[src/core/hps_defs.svh]
// Constants of the hub port status register: address, reset value,
// bit positions, pin map of the synchroniser and reset timing.
// Assumes the 25 MHz device clock.
`ifndef HPS_DEFS_SVH
`define HPS_DEFS_SVH

// Register address and reset value
`define HPS_STATUS_ADDR   8'hd7
`define HPS_STATUS_RST    8'h04

// Status bit positions
`define HPS_BIT_PLUS      7
`define HPS_BIT_MINUS     6
`define HPS_BIT_LOWSPD    5
`define HPS_BIT_POWER     4
`define HPS_BIT_RESET     3
`define HPS_BIT_SUSPEND   2
`define HPS_BIT_ENABLE    1
`define HPS_BIT_CONNECT   0

// Port counts
`define HPS_NPORTS        4
`define HPS_NEXT          3

// Synchroniser bit map of the pin inputs
`define HPS_SYNC_W        13
`define HPS_SYNC_PLUS     0
`define HPS_SYNC_MINUS    3
`define HPS_SYNC_LOWSPD   6
`define HPS_SYNC_CONN     9
`define HPS_SYNC_OC       12

// Reset signalling time on a port
`define HPS_CLK_KHZ       25000
`define HPS_RST_TIME_MS   20
`define HPS_RST_CYCLES    (`HPS_RST_TIME_MS * `HPS_CLK_KHZ)
`define HPS_TIMER_W       20

`endif

[src/core/hps_pkg.sv]
// Types shared by the hub port status block.
// Assumes hps_defs.svh is on the include path.
package hps_pkg;
	`include "hps_defs.svh"

	typedef enum logic [2:0] {
		HPS_PS_IDLE  = 3'b001,
		HPS_PS_RESET = 3'b010,
		HPS_PS_DONE  = 3'b100
	} hps_pstate_t;

	typedef struct packed {
		logic [7:0] snap;
	} hps_snap_t;

	typedef struct packed {
		logic [`HPS_SYNC_W-1:0]                          sync1;
		logic [`HPS_SYNC_W-1:0]                          sync2;
		logic [`HPS_NEXT-1:0]                            conn_prev;
		logic                                            oc_prev;
		hps_pstate_t [`HPS_NPORTS-1:0]                   pst;
		logic [`HPS_NPORTS-1:0][`HPS_TIMER_W-1:0]        timer;
		logic [`HPS_NPORTS-1:0]                          en;
		logic [`HPS_NPORTS-1:0]                          rst_drive;
		logic [`HPS_NPORTS-1:0]                          change;
		logic [7:0]                                      rdata;
		logic                                            rd_hit;
	} hps_state_t;
endpackage

[src/core/hps_status.sv]
// Hub port status register with per-port reset, enable and suspend state.
// Assumes SFR reads on the device clock, an EOF2 pulse from the frame timer,
// port control pulses decoded from the port control register outside,
// and the port select value held by the port select register outside.
//
// How it works
// - Read-only byte at D7, resets to 04.
// - Bit 3 shows reset signalling on port.
// - Control-register reset request starts reset signalling.
// - Reset, suspend, enable change only at EOF2.
// - Bit 2 shows port suspended.
// - Bit 1 shows port enabled.
// - Embedded port shares reset, suspend, enable behaviour.
// - Bit 0 is connect state from EOF2.
// - Connect set on attach; hub reset clears it.
// - Connect cleared when disconnect detected.
// - Embedded port connect bit one from the first EOF2 on; reset gives zero.
// - No per-port overcurrent bit; power ganged.
// - Port changes wait for downstream signalling time.
// - Hardware starts some changes, flags them.
// - Bits 7,6 line levels; embedded fixed 1,0.
// - Bit 5 low speed; embedded fixed zero.
// - Bit 4 power state; embedded fixed one.
// - Port select picks which port shows.
`timescale 1ns/1ps
`include "hps_defs.svh"
module hps_status
	import hps_pkg::*;
#(
	parameter logic [`HPS_TIMER_W-1:0] RST_CYCLES = `HPS_TIMER_W'(`HPS_RST_CYCLES)
) (
	// Clock and reset
	input  wire logic                      ref_clk_in,
	input  wire logic                      rst_n_in,
	// SFR read port
	input  wire logic [7:0]                sfr_addr_in,
	input  wire logic                      sfr_rd_in,
	output logic [7:0]                     sfr_rdata_out,
	output logic                           sfr_rd_hit_out,
	// Port select from the select register
	input  wire logic [1:0]                hub_port_select_in,
	// Frame timing
	input  wire logic                      eof2_in,
	// Port control pulses and levels
	input  wire logic [`HPS_NPORTS-1:0]    port_reset_req_in,
	input  wire logic [`HPS_NPORTS-1:0]    port_enable_req_in,
	input  wire logic [`HPS_NPORTS-1:0]    port_disable_req_in,
	input  wire logic [`HPS_NPORTS-1:0]    port_suspend_ctl_in,
	input  wire logic [`HPS_NEXT-1:0]      hub_port_power_control_in,
	// Downstream pins of the external ports
	input  wire logic [`HPS_NEXT-1:0]      plus_line_level_in,
	input  wire logic [`HPS_NEXT-1:0]      minus_line_level_in,
	input  wire logic [`HPS_NEXT-1:0]      low_speed_attached_in,
	input  wire logic [`HPS_NEXT-1:0]      attach_detect_in,
	input  wire logic                      overcurrent_in,
	// Port drive and change events
	output logic [`HPS_NPORTS-1:0]         port_reset_drive_out,
	output logic [`HPS_NPORTS-1:0]         port_change_out
);
	hps_state_t q;
	hps_state_t d;

	logic [7:0]               snap [`HPS_NPORTS];
	logic [`HPS_NPORTS-1:0]   live_suspended;
	logic [`HPS_NPORTS-1:0]   live_connected;
	logic [`HPS_NPORTS-1:0]   live_powered;
	logic [`HPS_NPORTS-1:0]   live_plus;
	logic [`HPS_NPORTS-1:0]   live_minus;
	logic [`HPS_NPORTS-1:0]   live_low_speed;

	// Address decode of the status register
	function automatic logic status_hit(input logic [7:0] addr);
		status_hit = (addr == `HPS_STATUS_ADDR);
	endfunction

	// Status byte of the selected port
	function automatic logic [7:0] pick_port(
		input logic [7:0] s0,
		input logic [7:0] s1,
		input logic [7:0] s2,
		input logic [7:0] s3,
		input logic [1:0] sel
	);
		case (sel)
			2'h0: pick_port = s0;
			2'h1: pick_port = s1;
			2'h2: pick_port = s2;
			default: pick_port = s3;
		endcase
	endfunction

	// Live values feeding the snapshots
	always_comb begin
		live_suspended = port_suspend_ctl_in & q.en;
		live_connected = {1'b1, q.sync2[`HPS_SYNC_CONN +: `HPS_NEXT]};
		// Power removed by the ganged overcurrent input
		live_powered   = {1'b1, hub_port_power_control_in
			& {`HPS_NEXT{~q.sync2[`HPS_SYNC_OC]}}};
		live_plus      = {1'b1, q.sync2[`HPS_SYNC_PLUS +: `HPS_NEXT]};
		live_minus     = {1'b0, q.sync2[`HPS_SYNC_MINUS +: `HPS_NEXT]};
		live_low_speed = {1'b0, q.sync2[`HPS_SYNC_LOWSPD +: `HPS_NEXT]};
	end

	// Next state
	always_comb begin
		d = q;

		// Two-stage synchroniser for the downstream pins
		d.sync1 = {overcurrent_in,
			attach_detect_in,
			low_speed_attached_in,
			minus_line_level_in,
			plus_line_level_in};
		d.sync2 = q.sync1;
		d.conn_prev = q.sync2[`HPS_SYNC_CONN +: `HPS_NEXT];
		d.oc_prev = q.sync2[`HPS_SYNC_OC];

		d.change = '0;

		for (int i = 0; i < `HPS_NPORTS; i++) begin
			case (q.pst[i])
				HPS_PS_IDLE: begin
					if (port_reset_req_in[i]) begin
						// Reset signalling runs for the full downstream time
						d.pst[i] = HPS_PS_RESET;
						d.timer[i] = RST_CYCLES - `HPS_TIMER_W'(1);
						d.rst_drive[i] = 1'b1;
						d.en[i] = 1'b0;
					end else if (port_disable_req_in[i]) begin
						d.en[i] = 1'b0;
					end else if (port_enable_req_in[i] && live_connected[i]) begin
						d.en[i] = 1'b1;
					end
				end
				HPS_PS_RESET: begin
					if (q.timer[i] == '0) begin
						d.pst[i] = HPS_PS_DONE;
						d.rst_drive[i] = 1'b0;
					end else begin
						d.timer[i] = q.timer[i] - `HPS_TIMER_W'(1);
					end
				end
				HPS_PS_DONE: begin
					// Reset completion enables the port and flags a change
					d.pst[i] = HPS_PS_IDLE;
					d.en[i] = 1'b1;
					d.change[i] = 1'b1;
				end
				default: begin
					d.pst[i] = HPS_PS_IDLE;
					d.rst_drive[i] = 1'b0;
					d.timer[i] = '0;
				end
			endcase
		end

		// Hardware-initiated changes on the external ports
		for (int i = 0; i < `HPS_NEXT; i++) begin
			if (q.conn_prev[i] && !q.sync2[`HPS_SYNC_CONN + i]) begin
				// Disconnect disables the port
				d.en[i] = 1'b0;
				d.change[i] = 1'b1;
			end
			if (!q.conn_prev[i] && q.sync2[`HPS_SYNC_CONN + i]) begin
				d.change[i] = 1'b1;
			end
			if (!q.oc_prev && q.sync2[`HPS_SYNC_OC]) begin
				d.change[i] = 1'b1;
			end
		end

		// Register read
		d.rd_hit = sfr_rd_in && status_hit(sfr_addr_in);
		if (d.rd_hit) begin
			d.rdata = pick_port(snap[0], snap[1], snap[2], snap[3],
				hub_port_select_in);
		end
	end

	always_ff @(posedge ref_clk_in) begin
		if (!rst_n_in) begin
			q.sync1 <= '0;
			q.sync2 <= '0;
			q.conn_prev <= '0;
			q.oc_prev <= 1'b0;
			q.pst <= {`HPS_NPORTS{HPS_PS_IDLE}};
			q.timer <= '0;
			q.en <= '0;
			q.rst_drive <= '0;
			q.change <= '0;
			q.rdata <= `HPS_STATUS_RST;
			q.rd_hit <= 1'b0;
		end else begin
			q <= d;
		end
	end

	// Snapshots at EOF2, one per port
	for (genvar p = 0; p < `HPS_NPORTS; p++) begin : g_port
		hps_port_sampler #(
			.EMBEDDED (p == `HPS_NPORTS - 1)
		) u_sampler (
			.ref_clk_in   (ref_clk_in),
			.rst_n_in     (rst_n_in),
			.eof2_in      (eof2_in),
			.plus_in      (live_plus[p]),
			.minus_in     (live_minus[p]),
			.low_speed_in (live_low_speed[p]),
			.powered_in   (live_powered[p]),
			.in_reset_in  (q.rst_drive[p]),
			.suspended_in (live_suspended[p]),
			.enabled_in   (q.en[p]),
			.connected_in (live_connected[p]),
			.status_out   (snap[p])
		);
	end

	assign sfr_rdata_out        = q.rdata;
	assign sfr_rd_hit_out       = q.rd_hit;
	assign port_reset_drive_out = q.rst_drive;
	assign port_change_out      = q.change;
endmodule

[src/core/hps_port_sampler.sv]
// Per-port snapshot of the status byte, taken at each EOF2 point.
// Assumes live inputs on the device clock and a one-cycle EOF2 pulse.
`timescale 1ns/1ps
`include "hps_defs.svh"
module hps_port_sampler
	import hps_pkg::*;
#(
	parameter bit EMBEDDED = 1'b0
) (
	// Clock and reset
	input  wire logic       ref_clk_in,
	input  wire logic       rst_n_in,
	// Frame timing
	input  wire logic       eof2_in,
	// Live port state
	input  wire logic       plus_in,
	input  wire logic       minus_in,
	input  wire logic       low_speed_in,
	input  wire logic       powered_in,
	input  wire logic       in_reset_in,
	input  wire logic       suspended_in,
	input  wire logic       enabled_in,
	input  wire logic       connected_in,
	// Snapshot
	output logic [7:0]      status_out
);
	hps_snap_t q;
	hps_snap_t d;

	always_comb begin
		d = q;
		if (eof2_in) begin
			// Embedded port has fixed line, speed, power and connect bits
			d.snap[`HPS_BIT_PLUS]    = EMBEDDED ? 1'b1 : plus_in;
			d.snap[`HPS_BIT_MINUS]   = EMBEDDED ? 1'b0 : minus_in;
			d.snap[`HPS_BIT_LOWSPD]  = EMBEDDED ? 1'b0 : low_speed_in;
			d.snap[`HPS_BIT_POWER]   = EMBEDDED ? 1'b1 : powered_in;
			d.snap[`HPS_BIT_RESET]   = in_reset_in;
			d.snap[`HPS_BIT_SUSPEND] = suspended_in;
			d.snap[`HPS_BIT_ENABLE]  = enabled_in;
			d.snap[`HPS_BIT_CONNECT] = EMBEDDED ? 1'b1 : connected_in;
		end
	end

	always_ff @(posedge ref_clk_in) begin
		if (!rst_n_in) begin
			q <= '{snap: `HPS_STATUS_RST};
		end else begin
			q <= d;
		end
	end

	assign status_out = q.snap;
endmodule

[config.mk]
export PLATFORM = sky130hd
export DESIGN_NAME = hps_status
export DESIGN_NICKNAME = d
export VERILOG_FILES = /design/src/core/hps_pkg.sv /design/src/core/hps_status.sv /design/src/core/hps_port_sampler.sv
export VERILOG_INCLUDE_DIRS = /design/src /design/src/core
export SDC_FILE = /design/constraint.sdc
export NUM_CORES = 1
export LEC_CHECK = 0
export BUFFER_PORTS_ARGS = -buffer_cell sky130_fd_sc_hd__buf_4
export CAP_MARGIN = 30
export CORE_UTILIZATION = 50
export CTS_CLUSTER_DIAMETER = 150
export DETAILED_ROUTE_END_ITERATION = 10
export PLACE_DENSITY_LB_ADDON = 0.1
export SLEW_MARGIN = 5
export SYNTH_ARGS = -nofsm -noshare
export SYNTH_HDL_FRONTEND = slang
export SYNTH_SLANG_ARGS = --single-unit
[constraint.sdc]
create_clock -name ref_clk_in -period 3.9 [get_ports ref_clk_in]
set_input_delay 1.17 -clock ref_clk_in [delete_from_list [all_inputs] [get_ports ref_clk_in]]
set_output_delay 1.17 -clock ref_clk_in [all_outputs]
set_load 0.005 [all_outputs]
==> impl_metrics.toml <==
[die]
io-pin-count = 63
die_w_um = 128.5
rows = 45
die_h_um = 128.5
die_area_sq_um = 16520
floorplan.initialDensity_pct = 51.90
core_area_sq_um = 15430

[synth]
syn_inst = 903
synth_cell_types = 72
syn_nets = 954
yosysWarnings = 0
synth_area_per_cell_sq_um = 8.866
synth_ff_type = "dfxtp_1"
ys_ff_latch = 171
synth_top_family_by_area = "simple AND/OR/NAND/NOR gates"
synth_edf_count = 0
async_reset_ff_share_pct = 0
yosysSeqAreaShare_pct = 42.76
synth_compound_area_share_pct = 20.63
syn-cell-area_sq_um = 8006
synth_xor_area_share_pct = 1.094
synth-simple-area-share_pct = 24.77
synthAdderAreaFrac_pct = 0.7814
synthMuxAreaShare_pct = 5.188

[power_and_ir_drop]
power_switching_mw = 1.360
power_frac_seq_pct = 43.8
power.share.clock_pct = 37.8
comb_power_share_pct = 18.4
vdd_drop_max_mv = 0.3172
p_int_mw = 3.180
power.leakage_nw = 3.550
power_density_nw_per_um2 = 498.6
total_power_mw = 4.540
p_sw_share_pct = 29.96

[detailed_routing]
post_drt_wl_per_cell_um = 15.63
first_pass_iters = 5
drtAntennaViolNets = 0
via_per_inst = 5.979
drc = 0
vias = 6918
drtIter0Drc = 539
totalWireLength_um = 18080

[critical_path]
criticalPathCategory = "flip-flop to flip-flop"
worstPathArrival_ps = 3030
start_kind = "flip-flop"
worstPathRequired_ps = 4190
slowest_stage = "o21ai_2"
crit_path_cell_trace = "nor4_1 > nand4b_1 > o21ai_2 > buf_4 > a211oi_1"
end_kind = "flip-flop"
crit_fanout = 26
cp_slowest_stage_delay_ps = 900

[layout]
final_nets = 984
syn_to_final_growth_pct = 13.74
drive_above_1_share_pct = 13.64
antenna_cells = 0
post-route-util_pct = 59.03

[sta]
grt_setup_unrepaired = "false"
skew_ps = 7.154
hold_viol = 0
max_freq_ghz = 0.3650
post-route-period-util_pct = 70.25
tightest_slew_ps = 991.7
period_needed_ps = 2740
setup_violations = 0
final.setup.tns_ps = 0
drv_slew = 0
slew_headroom_pct = 33.88

[placement]
dp_hpwl_um = 12560
gp_congestion = 0.8534
portBuffers = 62

[grt]
grt_pass1_wl_um = 30140
track_usage_pct = 22.57
grt_overflow = 0
grt_pass1_vias = 6364
antenna_found_initial = 0
grt_max_degree = 51

[clock_network]
insertion_delay_ps = 420
tritoncts = "yes"
clk_path_buf_depth = 2
cts_max_level = 4
cts_hold_buf = 0
clk_pin_slew_ps = 70
clock_sinks = 171
ctsResizeCount = 0
cts_inserted_buffers = 17
post_cts_buffers = 0
clock-root-buffer = "clkbuf_16"

[outcome]
outcome = "complete, no violations"

[worst_hold_path]
hold_path.class = "flip-flop to flip-flop"

[run]
max-cap-violations = 0
-- layer usage --
metal | share of wire [%] | vias to the layer above | routed length [um] | track usage, %
met5 | 0 | - | 0 | 0
met3 | 5.3 | 22 | 959 | 4.740
met4 | 1.7 | 0 | 303 | 7.889
met1 | 46 | 3301 | 8230 | 29.10
li1 | - | 3400 | - | -
met2 | 47 | 195 | 8587 | 37.46
-- cells by family (layout without fill, tap and decap cells) --
family	Yosys count	count (layout)
AND/OR/NAND/NOR	355	355
AO/OA/AOI/OAI	251	251
flip-flops	171	171
buffers and inverters	77	120
multiplexers	34	34
XOR/XNOR	10	10
adder cells (fa/ha/maj)	5	5
-- worst max-delay path, delay by kind of cell (launching register included) --
kind                   cells  cell delay (ps)
AO/OA/AOI/OAI              2              950
buffers and inverters      1              250
flip-flops                 1              340
AND/OR/NAND/NOR            2             1060
-- cell usage in the layout, fill, tap and decap left out, types with 17 or more instances in the layout --
cell type,Yosys,final
or4_1,17,17
or3_1,29,29
nand2_1,36,36
clkbuf_16,0,17
buf_4,17,70
nor3_1,34,34
dfxtp_1,171,171
nand2b_1,20,20
a21oi_1,86,86
and2_1,32,32
mux2i_1,28,28
o21ai_0,30,30
nor2_1,92,92
-- power by group through the flow --
stage                     clock, mW  sequential (mW)  combinational, mW
after floorplan                   0             1.98              0.652
after global placement            0             2.02              0.794
after detailed placement          0             2.03              0.821
after CTS                      1.75             1.99              0.827
after global routing           1.83             2.01              0.930
final                          1.72             1.99              0.833
-- Yosys cell counts (4+ instances only) --
cell / n / area, sq um
nor4_1: 14 / 87.58
or4_1: 17 / 127.6
and3_1: 4 / 25.02
o21ai_1: 15 / 75.07
o31ai_1: 13 / 97.59
o41ai_1: 4 / 35.03
ha_1: 5 / 62.56
o211ai_1: 7 / 52.55
dfxtp_1: 171 / 3423
mux2i_1: 28 / 280.3
nor3b_1: 4 / 30.03
and2_1: 32 / 200.2
inv_1: 16 / 60.06
a31oi_1: 14 / 87.58
buf_4: 17 / 127.6
nor2b_1: 13 / 81.33
o21ai_0: 30 / 150.1
o21a_1: 4 / 30.03
nand3b_1: 8 / 60.06
nor2_1: 92 / 345.3
mux4_2: 6 / 135.1
o211a_1: 4 / 40.04
or3_1: 29 / 181.4
nand2b_1: 20 / 125.1
buf_2: 5 / 25.02
nand3_1: 15 / 75.07
a21o_1: 13 / 97.59
or3b_1: 4 / 35.03
o221a_1: 15 / 168.9
xor2_1: 7 / 61.31
nand4_1: 7 / 43.79
o2111ai_1: 6 / 52.55
clkbuf_1: 36 / 135.1
a21oi_1: 86 / 430.4
a211oi_1: 11 / 82.58
nor3_1: 34 / 170.2
nand2_1: 36 / 135.1
-- metrics by stage --
stage / setup WS [ps] / cells / area [sq um] / hold slack, ps
floorplan: 1304 / 903 / 8006 / 411.9
global placement: 1076 / 1122 / 8472 / 415.0
detailed placement: 965.4 / 1124 / 8497 / 419.3
CTS: 1190 / 1156 / 9099 / 436.2
global route: 881.5 / 1157 / 9106 / 445.7
finish: 1160 / 1157 / 9106 / 434.9
-- cell type report --
cell class	count	area, sq um
multi-input cells	655	4207
fillers	1376	6321
flip-flops and latches	171	3423
clock buffers	17	425.4
inverters	16	60.06
well taps	211	264.0
repair buffers	72	550.5
clock inverters	15	176.4
-- worst paths after layout --
kind | startpoint | to | slack (ps) | cells after the start
max | q[70] | q[108] | 1160 | 5
min | d[123] | live_low_speed[0] | 430 | 1
max reg2reg | q[70] | q[108] | 1160 | 5
min reg2reg | d[123] | live_low_speed[0] | 430 | 1
-- registers in the layout, summed over array words and instances (netlist names) --
register / flops
sfr_rdata_out: 8
q: 100
sfr_rd_hit_out: 1
live_plus: 3
g_port.u_sampler.status_out: 28
live_minus: 3
port_reset_drive_out: 4
d: 17
live_low_speed: 3
port_change_out: 4
Power figures use the tool's default switching activity.
